**src/include/facs_defines.svh**
```systemverilog
// Constants for the fragment acknowledgment and channel switch block.
`ifndef FACS_DEFINES_SVH
`define FACS_DEFINES_SVH

`define FACS_FRAG_CNT        32
`define FACS_FCS_W           16
`define FACS_CHAN_W          8
`define FACS_PHY_W           8
`define FACS_FEEDBACK_W      8
`define FACS_ADDR_W          16
`define FACS_PAN_W           16
`define FACS_BCAST_ADDR      16'hFFFF
`define FACS_BCAST_PAN       16'hFFFF
`define FACS_DIR_TX          8'h00
`define FACS_DIR_RX          8'h01
`define FACS_HOP_NONE        8'h00
`define FACS_HOP_REQ         8'h01
`define FACS_CMD_CHAN        1'b0
`define FACS_CMD_PHY         1'b1
`define FACS_ACK_WAIT_CYC    16'h0100
`define FACS_REVERT_DEFAULT  32'h0001_0000

`endif

```
**src/include/facs_pkg.sv**
```systemverilog
// Types shared by the fragment acknowledgment and channel switch block.
package facs_pkg;
	typedef enum logic [2:0] {
		FACS_SW_IDLE    = 3'b000,
		FACS_SW_HOLD    = 3'b001,
		FACS_SW_SEND    = 3'b011,
		FACS_SW_WAITACK = 3'b010,
		FACS_SW_ACTIVE  = 3'b110,
		FACS_SW_REVERT  = 3'b111
	} facs_sw_state_t;

	typedef enum logic [1:0] {
		FACS_ACK_IDLE  = 2'b00,
		FACS_ACK_WAIT  = 2'b01,
		FACS_ACK_EXT   = 2'b11
	} facs_ack_state_t;
endpackage : facs_pkg

```
**src/logic/facs_status_collect.sv**
```systemverilog
// Per-fragment reception status bitmap for the fragment status element.
`timescale 1ns/1ps
`include "facs_defines.svh"

module facs_status_collect (
	input  wire logic                       clk_sys,
	input  wire logic                       reset_n,
	input  wire logic                       seq_start,
	input  wire logic                       frag_ok,
	input  wire logic [4:0]                 frag_num,
	output logic      [`FACS_FRAG_CNT-1:0]  status_ff
);
	// One flag per fragment; a new sequence clears all, a reception in the
	// same cycle still sets its own flag.
	genvar g;
	generate
		for (g = 0; g < `FACS_FRAG_CNT; g++) begin : g_flag
			always_ff @(posedge clk_sys or negedge reset_n) begin
				if (!reset_n) begin
					status_ff[g] <= 1'b0;
				end else if (frag_ok && frag_num == 5'(g)) begin
					status_ff[g] <= 1'b1;
				end else if (seq_start) begin
					status_ff[g] <= 1'b0;
				end
			end
		end
	endgenerate
endmodule : facs_status_collect

```
**src/logic/facs_revert_timer.sv**
```systemverilog
// Down-counter that expires after the switch revert timeout.
`timescale 1ns/1ps
`include "facs_defines.svh"

module facs_revert_timer #(
	parameter logic [31:0] TIMEOUT_CYC = `FACS_REVERT_DEFAULT
) (
	input  wire logic        clk_sys,
	input  wire logic        reset_n,
	input  wire logic        start,
	input  wire logic        stop,
	output logic             expired_ff
);
	logic [31:0] count_ff;
	logic        run_ff;

	always_ff @(posedge clk_sys or negedge reset_n) begin
		if (!reset_n) begin
			count_ff <= 32'h0000_0000;
			run_ff   <= 1'b0;
		end else if (start) begin
			count_ff <= TIMEOUT_CYC;
			run_ff   <= 1'b1;
		end else if (stop) begin
			run_ff   <= 1'b0;
		end else if (run_ff && count_ff <= 32'h0000_0001) begin
			run_ff   <= 1'b0;
		end else if (run_ff) begin
			count_ff <= count_ff - 32'h0000_0001;
		end
	end

	always_ff @(posedge clk_sys or negedge reset_n) begin
		if (!reset_n) begin
			expired_ff <= 1'b0;
		end else begin
			expired_ff <= run_ff && !start && !stop && count_ff <= 32'h0000_0001;
		end
	end
endmodule : facs_revert_timer

```
**src/logic/facs_top.sv**
```systemverilog
// Final fragment acknowledgment and channel switch handshake of the recipient MAC.
`timescale 1ns/1ps
`include "facs_defines.svh"

module facs_top #(
	parameter logic [31:0] REVERT_CYC = `FACS_REVERT_DEFAULT
) (
	input  wire logic                          clk_sys,
	input  wire logic                          reset_n,
	input  wire logic                          extended_ack_enable,
	input  wire logic                          seq_start,
	input  wire logic                          frag_ok,
	input  wire logic [4:0]                    frag_num,
	input  wire logic                          frag_final,
	input  wire logic                          frame_ack_req,
	input  wire logic                          reassembly_done,
	input  wire logic                          filter_enable,
	input  wire logic                          filter_done,
	input  wire logic [`FACS_FCS_W-1:0]        final_fcs,
	input  wire logic                          interval_end,
	input  wire logic                          extended_ack_service_request,
	input  wire logic [`FACS_FEEDBACK_W-1:0]   ext_feedback,
	input  wire logic [`FACS_FRAG_CNT-1:0]     ext_status,
	input  wire logic                          channel_change_service,
	input  wire logic                          change_is_phy,
	input  wire logic [`FACS_CHAN_W-1:0]       new_channel,
	input  wire logic [`FACS_PHY_W-1:0]        new_phy,
	input  wire logic [`FACS_ADDR_W-1:0]       originator_addr,
	input  wire logic [`FACS_PAN_W-1:0]        originator_pan,
	input  wire logic                          cmd_acked,
	input  wire logic                          link_ok,
	input  wire logic                          guaranteed_slot_rx,
	input  wire logic                          hop_sequence_wanted,
	output logic                               ack_send_ff,
	output logic                               ack_pending_ff,
	output logic                               ack_has_status_ff,
	output logic [`FACS_FRAG_CNT-1:0]          ack_status_ff,
	output logic [`FACS_FCS_W-1:0]             ack_fcs_ff,
	output logic [`FACS_FEEDBACK_W-1:0]        ack_feedback_ff,
	output logic                               frame_up_ff,
	output logic [`FACS_FRAG_CNT-1:0]          frame_up_status_ff,
	output logic                               channel_switch_command_ff,
	output logic                               ack_request_bit_ff,
	output logic                               cmd_is_phy_ff,
	output logic [`FACS_CHAN_W-1:0]            cmd_channel_ff,
	output logic [`FACS_PHY_W-1:0]             cmd_phy_ff,
	output logic [`FACS_ADDR_W-1:0]            cmd_dest_ff,
	output logic [`FACS_PAN_W-1:0]             cmd_pan_ff,
	output logic [`FACS_CHAN_W-1:0]            cur_channel_ff,
	output logic [`FACS_PHY_W-1:0]             cur_phy_ff,
	output logic                               switch_failed_ff,
	output logic [7:0]                         guaranteed_slot_allocation_ff,
	output logic [7:0]                         hop_sequence_request_ff
);
	import facs_pkg::*;

	////////////////////////////////////////////////////////////////////////////////
	// Address check used by both the send decision and the assertion.

	function automatic logic is_directed(input logic [`FACS_ADDR_W-1:0] a,
	                                     input logic [`FACS_PAN_W-1:0] p);
		is_directed = (a != `FACS_BCAST_ADDR) && (p != `FACS_BCAST_PAN);
	endfunction : is_directed

	////////////////////////////////////////////////////////////////////////////////
	// Fragment status and revert timer.

	logic [`FACS_FRAG_CNT-1:0] status_w;
	logic                      revert_w;
	logic                      timer_start;
	logic                      timer_stop;

	facs_status_collect u_status (
		.clk_sys   (clk_sys),
		.reset_n   (reset_n),
		.seq_start (seq_start),
		.frag_ok   (frag_ok),
		.frag_num  (frag_num),
		.status_ff (status_w)
	);

	facs_revert_timer #(.TIMEOUT_CYC(REVERT_CYC)) u_timer (
		.clk_sys    (clk_sys),
		.reset_n    (reset_n),
		.start      (timer_start),
		.stop       (timer_stop),
		.expired_ff (revert_w)
	);

	////////////////////////////////////////////////////////////////////////////////
	// Final frame acknowledgment.

	facs_ack_state_t ack_state_ff;
	logic            filt_ok;

	assign filt_ok = !filter_enable || filter_done;

	always_ff @(posedge clk_sys or negedge reset_n) begin
		if (!reset_n) begin
			ack_state_ff <= FACS_ACK_IDLE;
		end else begin
			case (ack_state_ff)
				FACS_ACK_IDLE: begin
					if (frag_final && frame_ack_req && !extended_ack_enable) begin
						ack_state_ff <= FACS_ACK_WAIT;
					end else if (frag_final && frame_ack_req) begin
						ack_state_ff <= FACS_ACK_EXT;
					end
				end
				FACS_ACK_WAIT: begin
					if (reassembly_done && filt_ok) begin
						ack_state_ff <= FACS_ACK_IDLE;
					end
				end
				FACS_ACK_EXT: begin
					if (extended_ack_service_request) begin
						ack_state_ff <= FACS_ACK_IDLE;
					end
				end
				default: ack_state_ff <= FACS_ACK_IDLE;
			endcase
		end
	end

	logic [1:0] ack_kind;
	logic       pend_ack;
	facs_sw_state_t sw_state_ff;

	// Kind 1: normal final ack; 2: extended final ack; pending acks keep kind 0 and set pend_ack.
	always_comb begin
		ack_kind = 2'h0;
		pend_ack = 1'b0;
		if (ack_state_ff == FACS_ACK_WAIT && reassembly_done && filt_ok) begin
			ack_kind = 2'h1;
		end else if (ack_state_ff == FACS_ACK_EXT && extended_ack_service_request) begin
			ack_kind = 2'h2;
		end else if (ack_state_ff == FACS_ACK_IDLE && frag_final && frame_ack_req &&
		             extended_ack_enable) begin
			pend_ack = 1'b1;
		end else if (sw_state_ff == FACS_SW_HOLD && interval_end) begin
			pend_ack = 1'b1;
		end
	end

	always_ff @(posedge clk_sys or negedge reset_n) begin
		if (!reset_n) begin
			ack_send_ff       <= 1'b0;
			ack_pending_ff    <= 1'b0;
			ack_has_status_ff <= 1'b0;
			ack_status_ff     <= '0;
			ack_fcs_ff        <= '0;
			ack_feedback_ff   <= '0;
		end else begin
			ack_send_ff       <= (ack_kind != 2'h0) || pend_ack;
			ack_pending_ff    <= pend_ack;
			ack_has_status_ff <= ack_kind != 2'h0;
			if (ack_kind == 2'h1) begin
				ack_status_ff <= status_w;
				ack_fcs_ff    <= final_fcs;
			end else if (ack_kind == 2'h2) begin
				ack_status_ff   <= ext_status;
				ack_fcs_ff      <= final_fcs;
				ack_feedback_ff <= ext_feedback;
			end
		end
	end

	always_ff @(posedge clk_sys or negedge reset_n) begin
		if (!reset_n) begin
			frame_up_ff        <= 1'b0;
			frame_up_status_ff <= '0;
		end else begin
			frame_up_ff <= ack_state_ff == FACS_ACK_IDLE && frag_final && frame_ack_req &&
			               extended_ack_enable;
			if (ack_state_ff == FACS_ACK_IDLE && frag_final) begin
				frame_up_status_ff <= status_w;
			end
		end
	end

	////////////////////////////////////////////////////////////////////////////////
	// Channel switch handshake.

	logic [`FACS_CHAN_W-1:0] prev_channel_ff;
	logic [`FACS_PHY_W-1:0]  prev_phy_ff;
	logic [`FACS_CHAN_W-1:0] req_channel_ff;
	logic [`FACS_PHY_W-1:0]  req_phy_ff;
	logic                    req_phy_ff_sel;
	logic [15:0]             wait_ff;
	logic                    send_now;
	logic                    ack_timeout;

	assign send_now    = sw_state_ff == FACS_SW_SEND &&
	                     is_directed(originator_addr, originator_pan);
	assign ack_timeout = wait_ff == 16'h0000;
	assign timer_start = sw_state_ff == FACS_SW_SEND && send_now;
	assign timer_stop  = sw_state_ff == FACS_SW_ACTIVE && link_ok;

	always_ff @(posedge clk_sys or negedge reset_n) begin
		if (!reset_n) begin
			sw_state_ff <= FACS_SW_IDLE;
			wait_ff     <= 16'h0000;
		end else begin
			case (sw_state_ff)
				FACS_SW_IDLE: begin
					if (channel_change_service) begin
						sw_state_ff <= FACS_SW_HOLD;
					end
				end
				FACS_SW_HOLD: sw_state_ff <= FACS_SW_SEND;
				FACS_SW_SEND: begin
					if (send_now) begin
						sw_state_ff <= FACS_SW_WAITACK;
						wait_ff     <= `FACS_ACK_WAIT_CYC;
					end else begin
						sw_state_ff <= FACS_SW_IDLE;
					end
				end
				FACS_SW_WAITACK: begin
					if (cmd_acked) begin
						sw_state_ff <= FACS_SW_ACTIVE;
					end else if (ack_timeout) begin
						// The revert timer may already have expired during the ack wait,
						// so an aborted switch reverts at once instead of waiting on it.
						sw_state_ff <= FACS_SW_REVERT;
					end else begin
						wait_ff <= wait_ff - 16'h0001;
					end
				end
				FACS_SW_ACTIVE: begin
					if (link_ok) begin
						sw_state_ff <= FACS_SW_IDLE;
					end else if (revert_w) begin
						sw_state_ff <= FACS_SW_REVERT;
					end
				end
				FACS_SW_REVERT: sw_state_ff <= FACS_SW_IDLE;
				default: sw_state_ff <= FACS_SW_IDLE;
			endcase
		end
	end

	always_ff @(posedge clk_sys or negedge reset_n) begin
		if (!reset_n) begin
			req_channel_ff <= '0;
			req_phy_ff     <= '0;
			req_phy_ff_sel <= 1'b0;
		end else if (sw_state_ff == FACS_SW_IDLE && channel_change_service) begin
			req_channel_ff <= new_channel;
			req_phy_ff     <= new_phy;
			req_phy_ff_sel <= change_is_phy;
		end
	end

	always_ff @(posedge clk_sys or negedge reset_n) begin
		if (!reset_n) begin
			channel_switch_command_ff <= 1'b0;
			ack_request_bit_ff        <= 1'b0;
			cmd_is_phy_ff             <= 1'b0;
			cmd_channel_ff            <= '0;
			cmd_phy_ff                <= '0;
			cmd_dest_ff               <= '0;
			cmd_pan_ff                <= '0;
		end else begin
			channel_switch_command_ff <= send_now;
			ack_request_bit_ff        <= send_now;
			if (send_now) begin
				cmd_is_phy_ff  <= req_phy_ff_sel;
				cmd_channel_ff <= req_channel_ff;
				cmd_phy_ff     <= req_phy_ff;
				cmd_dest_ff    <= originator_addr;
				cmd_pan_ff     <= originator_pan;
			end
		end
	end

	// Configuration changes only on an acknowledged command; the stored copy
	// is restored when the link is not re-established in time.
	always_ff @(posedge clk_sys or negedge reset_n) begin
		if (!reset_n) begin
			cur_channel_ff   <= '0;
			cur_phy_ff       <= '0;
			prev_channel_ff  <= '0;
			prev_phy_ff      <= '0;
			switch_failed_ff <= 1'b0;
		end else begin
			if (timer_start) begin
				prev_channel_ff <= cur_channel_ff;
				prev_phy_ff     <= cur_phy_ff;
			end
			if (sw_state_ff == FACS_SW_WAITACK && cmd_acked) begin
				if (req_phy_ff_sel == `FACS_CMD_PHY) begin
					cur_phy_ff <= req_phy_ff;
				end else begin
					cur_channel_ff <= req_channel_ff;
				end
			end else if (sw_state_ff == FACS_SW_REVERT) begin
				cur_channel_ff <= prev_channel_ff;
				cur_phy_ff     <= prev_phy_ff;
			end
			switch_failed_ff <= sw_state_ff == FACS_SW_WAITACK && !cmd_acked &&
			                    ack_timeout;
		end
	end

	////////////////////////////////////////////////////////////////////////////////
	// Association parameter encodings.

	always_ff @(posedge clk_sys or negedge reset_n) begin
		if (!reset_n) begin
			guaranteed_slot_allocation_ff <= `FACS_DIR_TX;
			hop_sequence_request_ff       <= `FACS_HOP_NONE;
		end else begin
			guaranteed_slot_allocation_ff <= guaranteed_slot_rx ? `FACS_DIR_RX
			                                                    : `FACS_DIR_TX;
			hop_sequence_request_ff <= hop_sequence_wanted ? `FACS_HOP_REQ
			                                               : `FACS_HOP_NONE;
		end
	end
endmodule : facs_top

```
**config.mk**
```make
export PLATFORM = sky130hd
export DESIGN_NAME = facs_top
export DESIGN_NICKNAME = d
export VERILOG_FILES = /design/src/include/facs_pkg.sv /design/src/logic/facs_status_collect.sv /design/src/logic/facs_revert_timer.sv /design/src/logic/facs_top.sv
export VERILOG_INCLUDE_DIRS = /design/src /design/src/include
export SDC_FILE = /design/constraint.sdc
export NUM_CORES = 1
export LEC_CHECK = 0
export BUFFER_PORTS_ARGS = -buffer_cell sky130_fd_sc_hd__buf_2
export CAP_MARGIN = 20
export CELL_PAD_IN_SITES_DETAIL_PLACEMENT = 1
export CELL_PAD_IN_SITES_GLOBAL_PLACEMENT = 1
export CORE_ASPECT_RATIO = 0.9
export CORE_MARGIN = 10
export CORE_UTILIZATION = 42
export CTS_CLUSTER_DIAMETER = 150
export DETAILED_ROUTE_END_ITERATION = 6
export GPL_TIMING_DRIVEN = 0
export MAX_ROUTING_LAYER = met4
export PLACE_DENSITY_LB_ADDON = 0.1
export SKIP_CTS_REPAIR_TIMING = 1
export SYNTH_ARGS = -nofsm -noshare
export SYNTH_HDL_FRONTEND = slang
export SYNTH_HIERARCHICAL = 1
export SYNTH_SLANG_ARGS = --single-unit
```
**constraint.sdc**
```tcl
create_clock -name clk_sys -period 3.6 [get_ports clk_sys]
set_input_delay 0.54 -clock clk_sys [delete_from_list [all_inputs] [get_ports clk_sys]]
set_output_delay 0.54 -clock clk_sys [all_outputs]
set_load 0.03 [all_outputs]
```
==> results of run 1 <==
## worst paths after layout
path	end	slack, ns	cells after the start
min in group clk_sys	guaranteed_slot_allocation_ff[0]	0.09	1
setup / recovery	u_timer/count_ff[30]	0.47	8
setup reg to reg	u_timer/count_ff[30]	0.47	8
hold / removal	prev_phy_ff[1]	-0.05	1
hold reg to reg	prev_phy_ff[0]	0.49	1
max in group asynchronous	ack_fcs_ff[8]	2.28	3
## per-stage QoR
stage / hold slack (ns) / utilization / setup TNS, ns
final: -0.0487 / 0.533 / 0
after detailed placement: 0.476 / 0.494 / 0
after CTS: -0.0210 / 0.533 / 0
after global routing: 0.000368 / 0.533 / 0
after global placement: 0.463 / 0.491 / -960.39
after floorplan: 0.244 / - / 0
## critical path: stages, from the launching register on
cell and delay [ns]:
dfrtp_1 0.43, clkbuf_1 0.28, nand2_1 0.15, nor2_1 0.08
nor3b_1 0.55, and3_1 0.32, o2111ai_1 0.33, or4b_2 0.72
a21oi_1 0.18
## registers in the layout, summed over array words and instances, names as in the netlist, 16 cells and up
name,cells
ack_fcs_ff,16
ack_status_ff,32
cmd_dest_ff,16
cmd_pan_ff,16
frame_up_status_ff,32
u_status/status_ff,32
u_timer/count_ff,32
wait_ff,16
## cells by family (layout without fill, tap and decap cells)
logic type / after synthesis / in the layout
flops: 281 / 281
compound gates: 188 / 188
fa+ha+maj: 3 / 3
other cells: 1 / 17
simple gates: 217 / 217
buf+inv: 138 / 481
mux: 161 / 161
xor+xnor: 16 / 16
## final cells by class
type                    instances  share of cell area
flip-flops and latches        281               0.458
multi-input cells             599               0.298
repair buffers                290              0.0982
clock buffers                  38              0.0549
well taps                     366              0.0298
plain buffers                  67              0.0247
clock inverters                15              0.0183
inverters                      71              0.0174
diodes                          3            0.000489
## cells in the mapped netlist (all sizes together), types with 3 or more instances
cell type	instances	area, um2
nand2b	8	50.1
mux2	145	1630
or4b	3	33.8
buf	40	258
o21ai	64	320
dfrtp	281	7030
xnor2	12	105
nand4b	6	52.6
mux2i	16	160
o211ai	3	32.5
nand3	7	40.0
inv	71	267
a211oi	4	30.0
nand4bb	3	33.8
xor2	4	35.0
nor3	17	90.1
a22oi	32	240
nand3b	3	22.5
clkbuf	27	121
nand2	34	128
nor2	45	171
o41ai	5	43.8
nand4	17	106
nor2b	7	43.8
nor3b	6	45.0
ha	3	37.5
and3	5	31.3
or3	10	66.3
o22ai	32	225
a21oi	27	135
and2	3	18.8
nor4	14	115
or4	19	166
o31ai	6	45.0
## routing by layer
metal	GRT usage	vias to the layer above	routed length, um
met3	0.0523	44	2700
li1	-	4257	-
met4	0.0427	0	628
met1	0.254	4596	16100
met2	0.325	245	17100
met5	-	-	0
## power groups by stage
stage | logic [uW] | registers [uW] | clock network (uW)
after CTS | 5110 | 4750 | 3580
after global routing | 5450 | 4890 | 3730
after floorplan | 2320 | 5860 | 0
after global placement | 4960 | 4730 | 0
final | 5030 | 4750 | 3510
after detailed placement | 5080 | 4790 | 0
==> summary.md, run 1 <==
| Metric | Value |
|---|---|
| Placed cell count | `1674` |
| Hold_ws | `-0.0487 ns` |
| Largest family of logic cells by synthesized area | `multiplexers` |
| Crit path launch | `sw_state_ff[2]` |
| Core ar. | `0.0288 mm2` |
| Leakage power | `0.00732 uW` |
| DRT iter0 DRCs | `445` |
| Distinct cells, synth | `76` |
| Ys flop type | `dfrtp_1` |
| Row cnt | `59` |
| Total CTS buffers | `31` |
| Worst setup SP type | `flip-flop` |
| Sequential Power Share | `0.357` |
| WP data required | `4.07 ns` |
| Largest net degree at the start of global routing | `114` |
| Max cap viols | `0` |
| Final setup viols | `0` |
| Fin. Hold Viols | `30` |
| Clk pin slew, worst setup/hold paths | `0.07 ns` |
| Kind of critical path | `flip-flop to flip-flop` |
| Overflow after GRT | `0` |
| Die area | `0.0363 mm2` |
| Mapped Cells | `1005` |
| Failing checks | `hold timing` |
| RSZ-0062 raised after global routing | `false` |
| NumNets Final | `around 1500` |
| Worst setup EP type | `flip-flop` |
| First-pass GRT wire length | `between 50 and 60 mm` |
| Mux cell area share after synthesis | `0.147` |
| H-tree depth | `1` |
| Seq/Total Area, Yosys | `0.576` |
| Placed Area | `0.0142 mm2` |
| Width of the die | `200 um` |
| Sequential cell area | `0.00703 mm2` |
| Mean post-synth cell area | `12.1 um2` |
| Post-Place Worst Slack | `roughly 0.45 ns` |
| Internal cell power | `8160 uW` |
| Multi-input logic area | `roughly 0.0046 mm2` |
| Worst-margin pin slew | `0.909 ns` |
| Peak VDD IR | `479 uV` |
| #FFs+latches synth | `281` |
| Combinational Power Share | `0.378` |
| Synth-to-layout area growth | `25.8%` |
| Longest Clk Path Bufs | `3` |
| Vias in the first global route | `9955` |
| Async SR Flop Fraction | `1.00` |
| Fin cells | `1730` |
| Total power | `13300 uW` |
| Maximum fanout along the worst path | `10` |
| CP Data Arrival Time | `3.60 ns` |
| CTS tree | `built` |
| Router iterations before antenna repair | `4` |
| Crit share post-route | `0.869` |
| Clk pwr share | `0.264` |
| Slew headroom | `0.388` |
| # DRC | `0` |
| Most frequent cells in the layout | `301 x buf_2, 281 x dfrtp_1, 126 x mux2_2, 70 x inv_1, 62 x o21ai_0` |
| Slew Limit Fails | `0` |
| Post-layout min period | `3.13 ns` |
| HPWL Detailed | `27.0 mm` |
| Simple-Gate Fraction of Synth Area | `0.109` |
| Post-synthesis compound-gate area fraction | `0.0999` |
| Cell area after layout | `0.0153 mm2` |
| Power per Cell Area | `between 800 and 900 mW/mm2` |
| Status | `finished, violations left` |
| Vias/cell | `5.28` |
| Worst reg2reg startpoint | `sw_state_ff[2]` |
| Layout fillers | `just over 3000` |
| Sw power | `5130 uW` |
| Routed Antenna Nets | `0` |
| Worst skew pair latency | `0.55 ns` |
| Via count | `9142` |
| FMAX | `320 MHz` |
| Initial antenna violation count | `3` |
| Routed wire length | `36.5 mm` |
| XOR/XNOR Fraction of Synth Area | `0.0115` |
| EDFF count, synth | `0` |
| Clock Sinks | `281` |
| IO buf count | `288` |
| Gpl congestion | `approximately 0.84` |
| Synth warn | `6` |
| Initial core utilization | `0.424` |
| Mapped Area | `0.0122 mm2` |
| CTS root buffer | `clkbuf_16` |
| Clock Skews | `0.00893 ns` |
| Layout cells sized above 1 | `0.398` |
| WL/cell | `21.1 um` |
| Net Sw Frac | `0.386` |
| Min-delay worst type | `input port to async pin` |
| Most common cell after layout, fill and taps aside | `buf_2` |
| Synth Area in Adders | `0.00308` |
| Final worst setup slack | `0.471 ns` |
| Gr usage total | `0.203` |
| I/O Pins | `303` |
| Die Ht | `182 um` |
Note: power is estimated with default switching activity, not from simulation.
==> run 2, diff against run 1 <==
--- a/config.mk
+++ b/config.mk
@@ -6,7 +6,7 @@
 export SDC_FILE = /design/constraint.sdc
 export NUM_CORES = 1
 export LEC_CHECK = 0
-export BUFFER_PORTS_ARGS = -buffer_cell sky130_fd_sc_hd__buf_2
+export BUFFER_PORTS_ARGS = -buffer_cell sky130_fd_sc_hd__buf_4
 export CAP_MARGIN = 20
 export CELL_PAD_IN_SITES_DETAIL_PLACEMENT = 1
 export CELL_PAD_IN_SITES_GLOBAL_PLACEMENT = 1
==> run 2 against run 1 <==
The flow now finishes without violations. Final cell count increased by 0.12%. Critical path depth increased by 4. Clock power decreased by 6.6%. Die area unchanged. Combinational power increased by 7.8%. Sequential share of layout area decreased by 1.9 points. Non-clock buffer count increased by 1. Cell area increased by 4.3%. Via count increased by 1.1%.
==> summary.md, run 2 (synthesis gave the netlist of run 1 again) <==
| Metric | Value |
|---|---|
| Die area | `about 0.036 mm2` |
| Hold Path Sink | `hop_sequence_request_ff[0]` |
| Layout cells sized above 1 | `0.397` |
| Maximum fanout along the worst path | `14` |
| Clock Sinks | `281` |
| Longest Clk Path Bufs | `3` |
| Most common cell after layout, fill and taps aside | `buf_4` |
| Multi-input logic area | `0.00457 mm2` |
| DRT iter0 DRCs | `472` |
| Die Ht | `182 um` |
| NumNets Final | `between 1000 and 1500` |
| Gr usage total | `0.210` |
| Slew headroom | `0.388` |
| RSZ-0062 raised after global routing | `false` |
| Critical path's slowest cell | `clkbuf_1` |
| Worst setup EP type | `flip-flop` |
| HPWL Detailed | `27.8 mm` |
| Worst skew pair latency | `0.54 ns` |
| Fin. Hold Viols | `0` |
| First-pass GRT wire length | `around 60 mm` |
| # DRC | `0` |
| Top cell by count, worst path | `buf_2` |
| Slowest stage delay, CP | `approximately 0.42 ns` |
| Power per Cell Area | `843 mW/mm2` |
| Crit share post-route | `0.858` |
| FMAX | `324 MHz` |
| Routed wire length | `37.3 mm` |
| Post-layout min period | `3.09 ns` |
| Status | `completed` |
| I/O Pins | `between 300 and 400` |
| Leakage power | `0.00747 uW` |
| Total CTS buffers | `31` |
| CP Data Arrival Time | `3.52 ns` |
| Initial antenna violation count | `1` |
| Peak VDD IR | `474 uV` |
| Largest net degree at the start of global routing | `120` |
| Slew Limit Fails | `0` |
| Vias/cell | `5.34` |
| IO buf count | `288` |
| Hold Path Origin | `hop_sequence_wanted` |
| Sequential cell area | `0.00703 mm2` |
| Clock Skews | `0.00934 ns` |
| Gpl congestion | `around 0.86` |
| Clk pin slew, worst setup/hold paths | `0.06 ns` |
| CTS root buffer | `clkbuf_16` |
| Initial core utilization | `0.424` |
| Total power | `13500 uW` |
| Hold_ws | `0.0995 ns` |
| Path depth of the worst reg2reg path | `12` |
| WL/cell | `21.5 um` |
| Max cap viols | `0` |
| Critical-path cell list | `buf_2 -> nand2_1 -> nor2_1 -> nand3_2 -> inv_2 -> buf_2 -> buf_2 -> clkbuf_1 -> inv_1 -> nand2_1 -> a21oi_1 -> a31o_2` |
| Worst setup SP type | `flip-flop` |
| Final setup viols | `0` |
| Width of the die | `200 um` |
| Row cnt | `59` |
| Worst-margin pin slew | `0.910 ns` |
| WP data required | `4.04 ns` |
| Min-delay worst type | `input port to flip-flop` |
| Most frequent cells in the layout | `305 x buf_4, 281 x dfrtp_1, 126 x mux2_2, 70 x inv_1, 62 x o21ai_0` |
| Synth-to-layout area growth | `31.2%` |
| Core ar. | `0.0288 mm2` |
| Overflow after GRT | `0` |
| Router iterations before antenna repair | `5` |
| Routed Antenna Nets | `0` |
| Worst hold path stage count | `1` |
| Via count | `9243` |
| Kind of critical path | `flip-flop to flip-flop` |
| Vias in the first global route | `around 10000` |
| CTS tree | `built` |
| H-tree depth | `1` |
| Worst reg2reg startpoint | `sw_state_ff[0]` |
| Layout fillers | `3067` |
| Worst r2r dst | `u_timer/count_ff[22]` |
| Reg-to-reg setup timing slack | `0.51 ns` |
-- run 2: cell count changes in the layout (fill, tap and decap cells not counted) --
cell,previous run,this run
clkinvlp_4,1,2
clkbuf_1,28,31
inv_6,0,1
buf_4,18,305
clkbuf_8,6,9
buf_2,301,14
dlygate4sd3_1,0,1
diode_2,3,1
clkinv_4,1,0
bufinv_16,8,4
-- run 2: metrics by stage --
stage           util  cells  setup WS [ns]  setup TNS (ns)  instance area [um2]
2_1_floorplan      -   1018          0.942               0                12200
3_3_place_gp   0.516   1672         -0.562         -148.84                14900
3_5_place_dp   0.519   1674          0.462               0                14900
4_1_cts        0.555   1730          0.393               0                16000
5_1_grt        0.556   1732          0.211               0                16000
6_report       0.556   1732          0.511               0                16000
-- run 2: area by class of cell --
cell class | count | area share
Buffer | 67 | 0.0237
Antenna cell | 1 | 0.000156
Inverter | 71 | 0.0167
Multi-Input combinational cell | 599 | 0.285
Timing Repair Buffer | 291 | 0.140
Clock buffer | 44 | 0.0559
Sequential cell | 281 | 0.439
Tap cell | 366 | 0.0286
Clock inverter | 12 | 0.0106
-- run 2: worst max path at each step --
stage | from | to | slack (ns) | cells after the start
floorplan | u_timer/count_ff[24] | u_timer/count_ff[13] | 0.94 | 7
global placement | reset_n | ack_fcs_ff[8] | -0.56 | 1
detailed placement | sw_state_ff[0] | u_timer/count_ff[22] | 0.46 | 12
CTS | sw_state_ff[0] | u_timer/count_ff[22] | 0.39 | 12
global route | sw_state_ff[0] | u_timer/count_ff[22] | 0.21 | 12
finish | sw_state_ff[0] | u_timer/count_ff[22] | 0.51 | 12
-- run 2: report_power, final --
group / internal (uW) / switching, uW / total [uW]
clock network: 2010 / 1270 / 3280
logic: 2210 / 3210 / 5420
registers: 4110 / 679 / 4790
total: 8320 / 5160 / 13500
-- run 2: per-layer routing --
metal / vias up / routed length [um] / GRT usage
li1: 4244 / - / -
met1: 4695 / 15800 / 0.258
met2: 261 / 17800 / 0.337
met3: 43 / 2960 / 0.0610
met4: 0 / 682 / 0.0415
met5: - / 0 / -
-- run 2: critical path: cells and delay by family, from the launching register on --
| kind | cells | cell delay, ns |
|---|---|---|
| and+or+nand+nor | 4 | 0.63 |
| AOI/OAI and AO/OA | 2 | 0.27 |
| buffers and inverters | 6 | 1.66 |
| DFF | 1 | 0.39 |
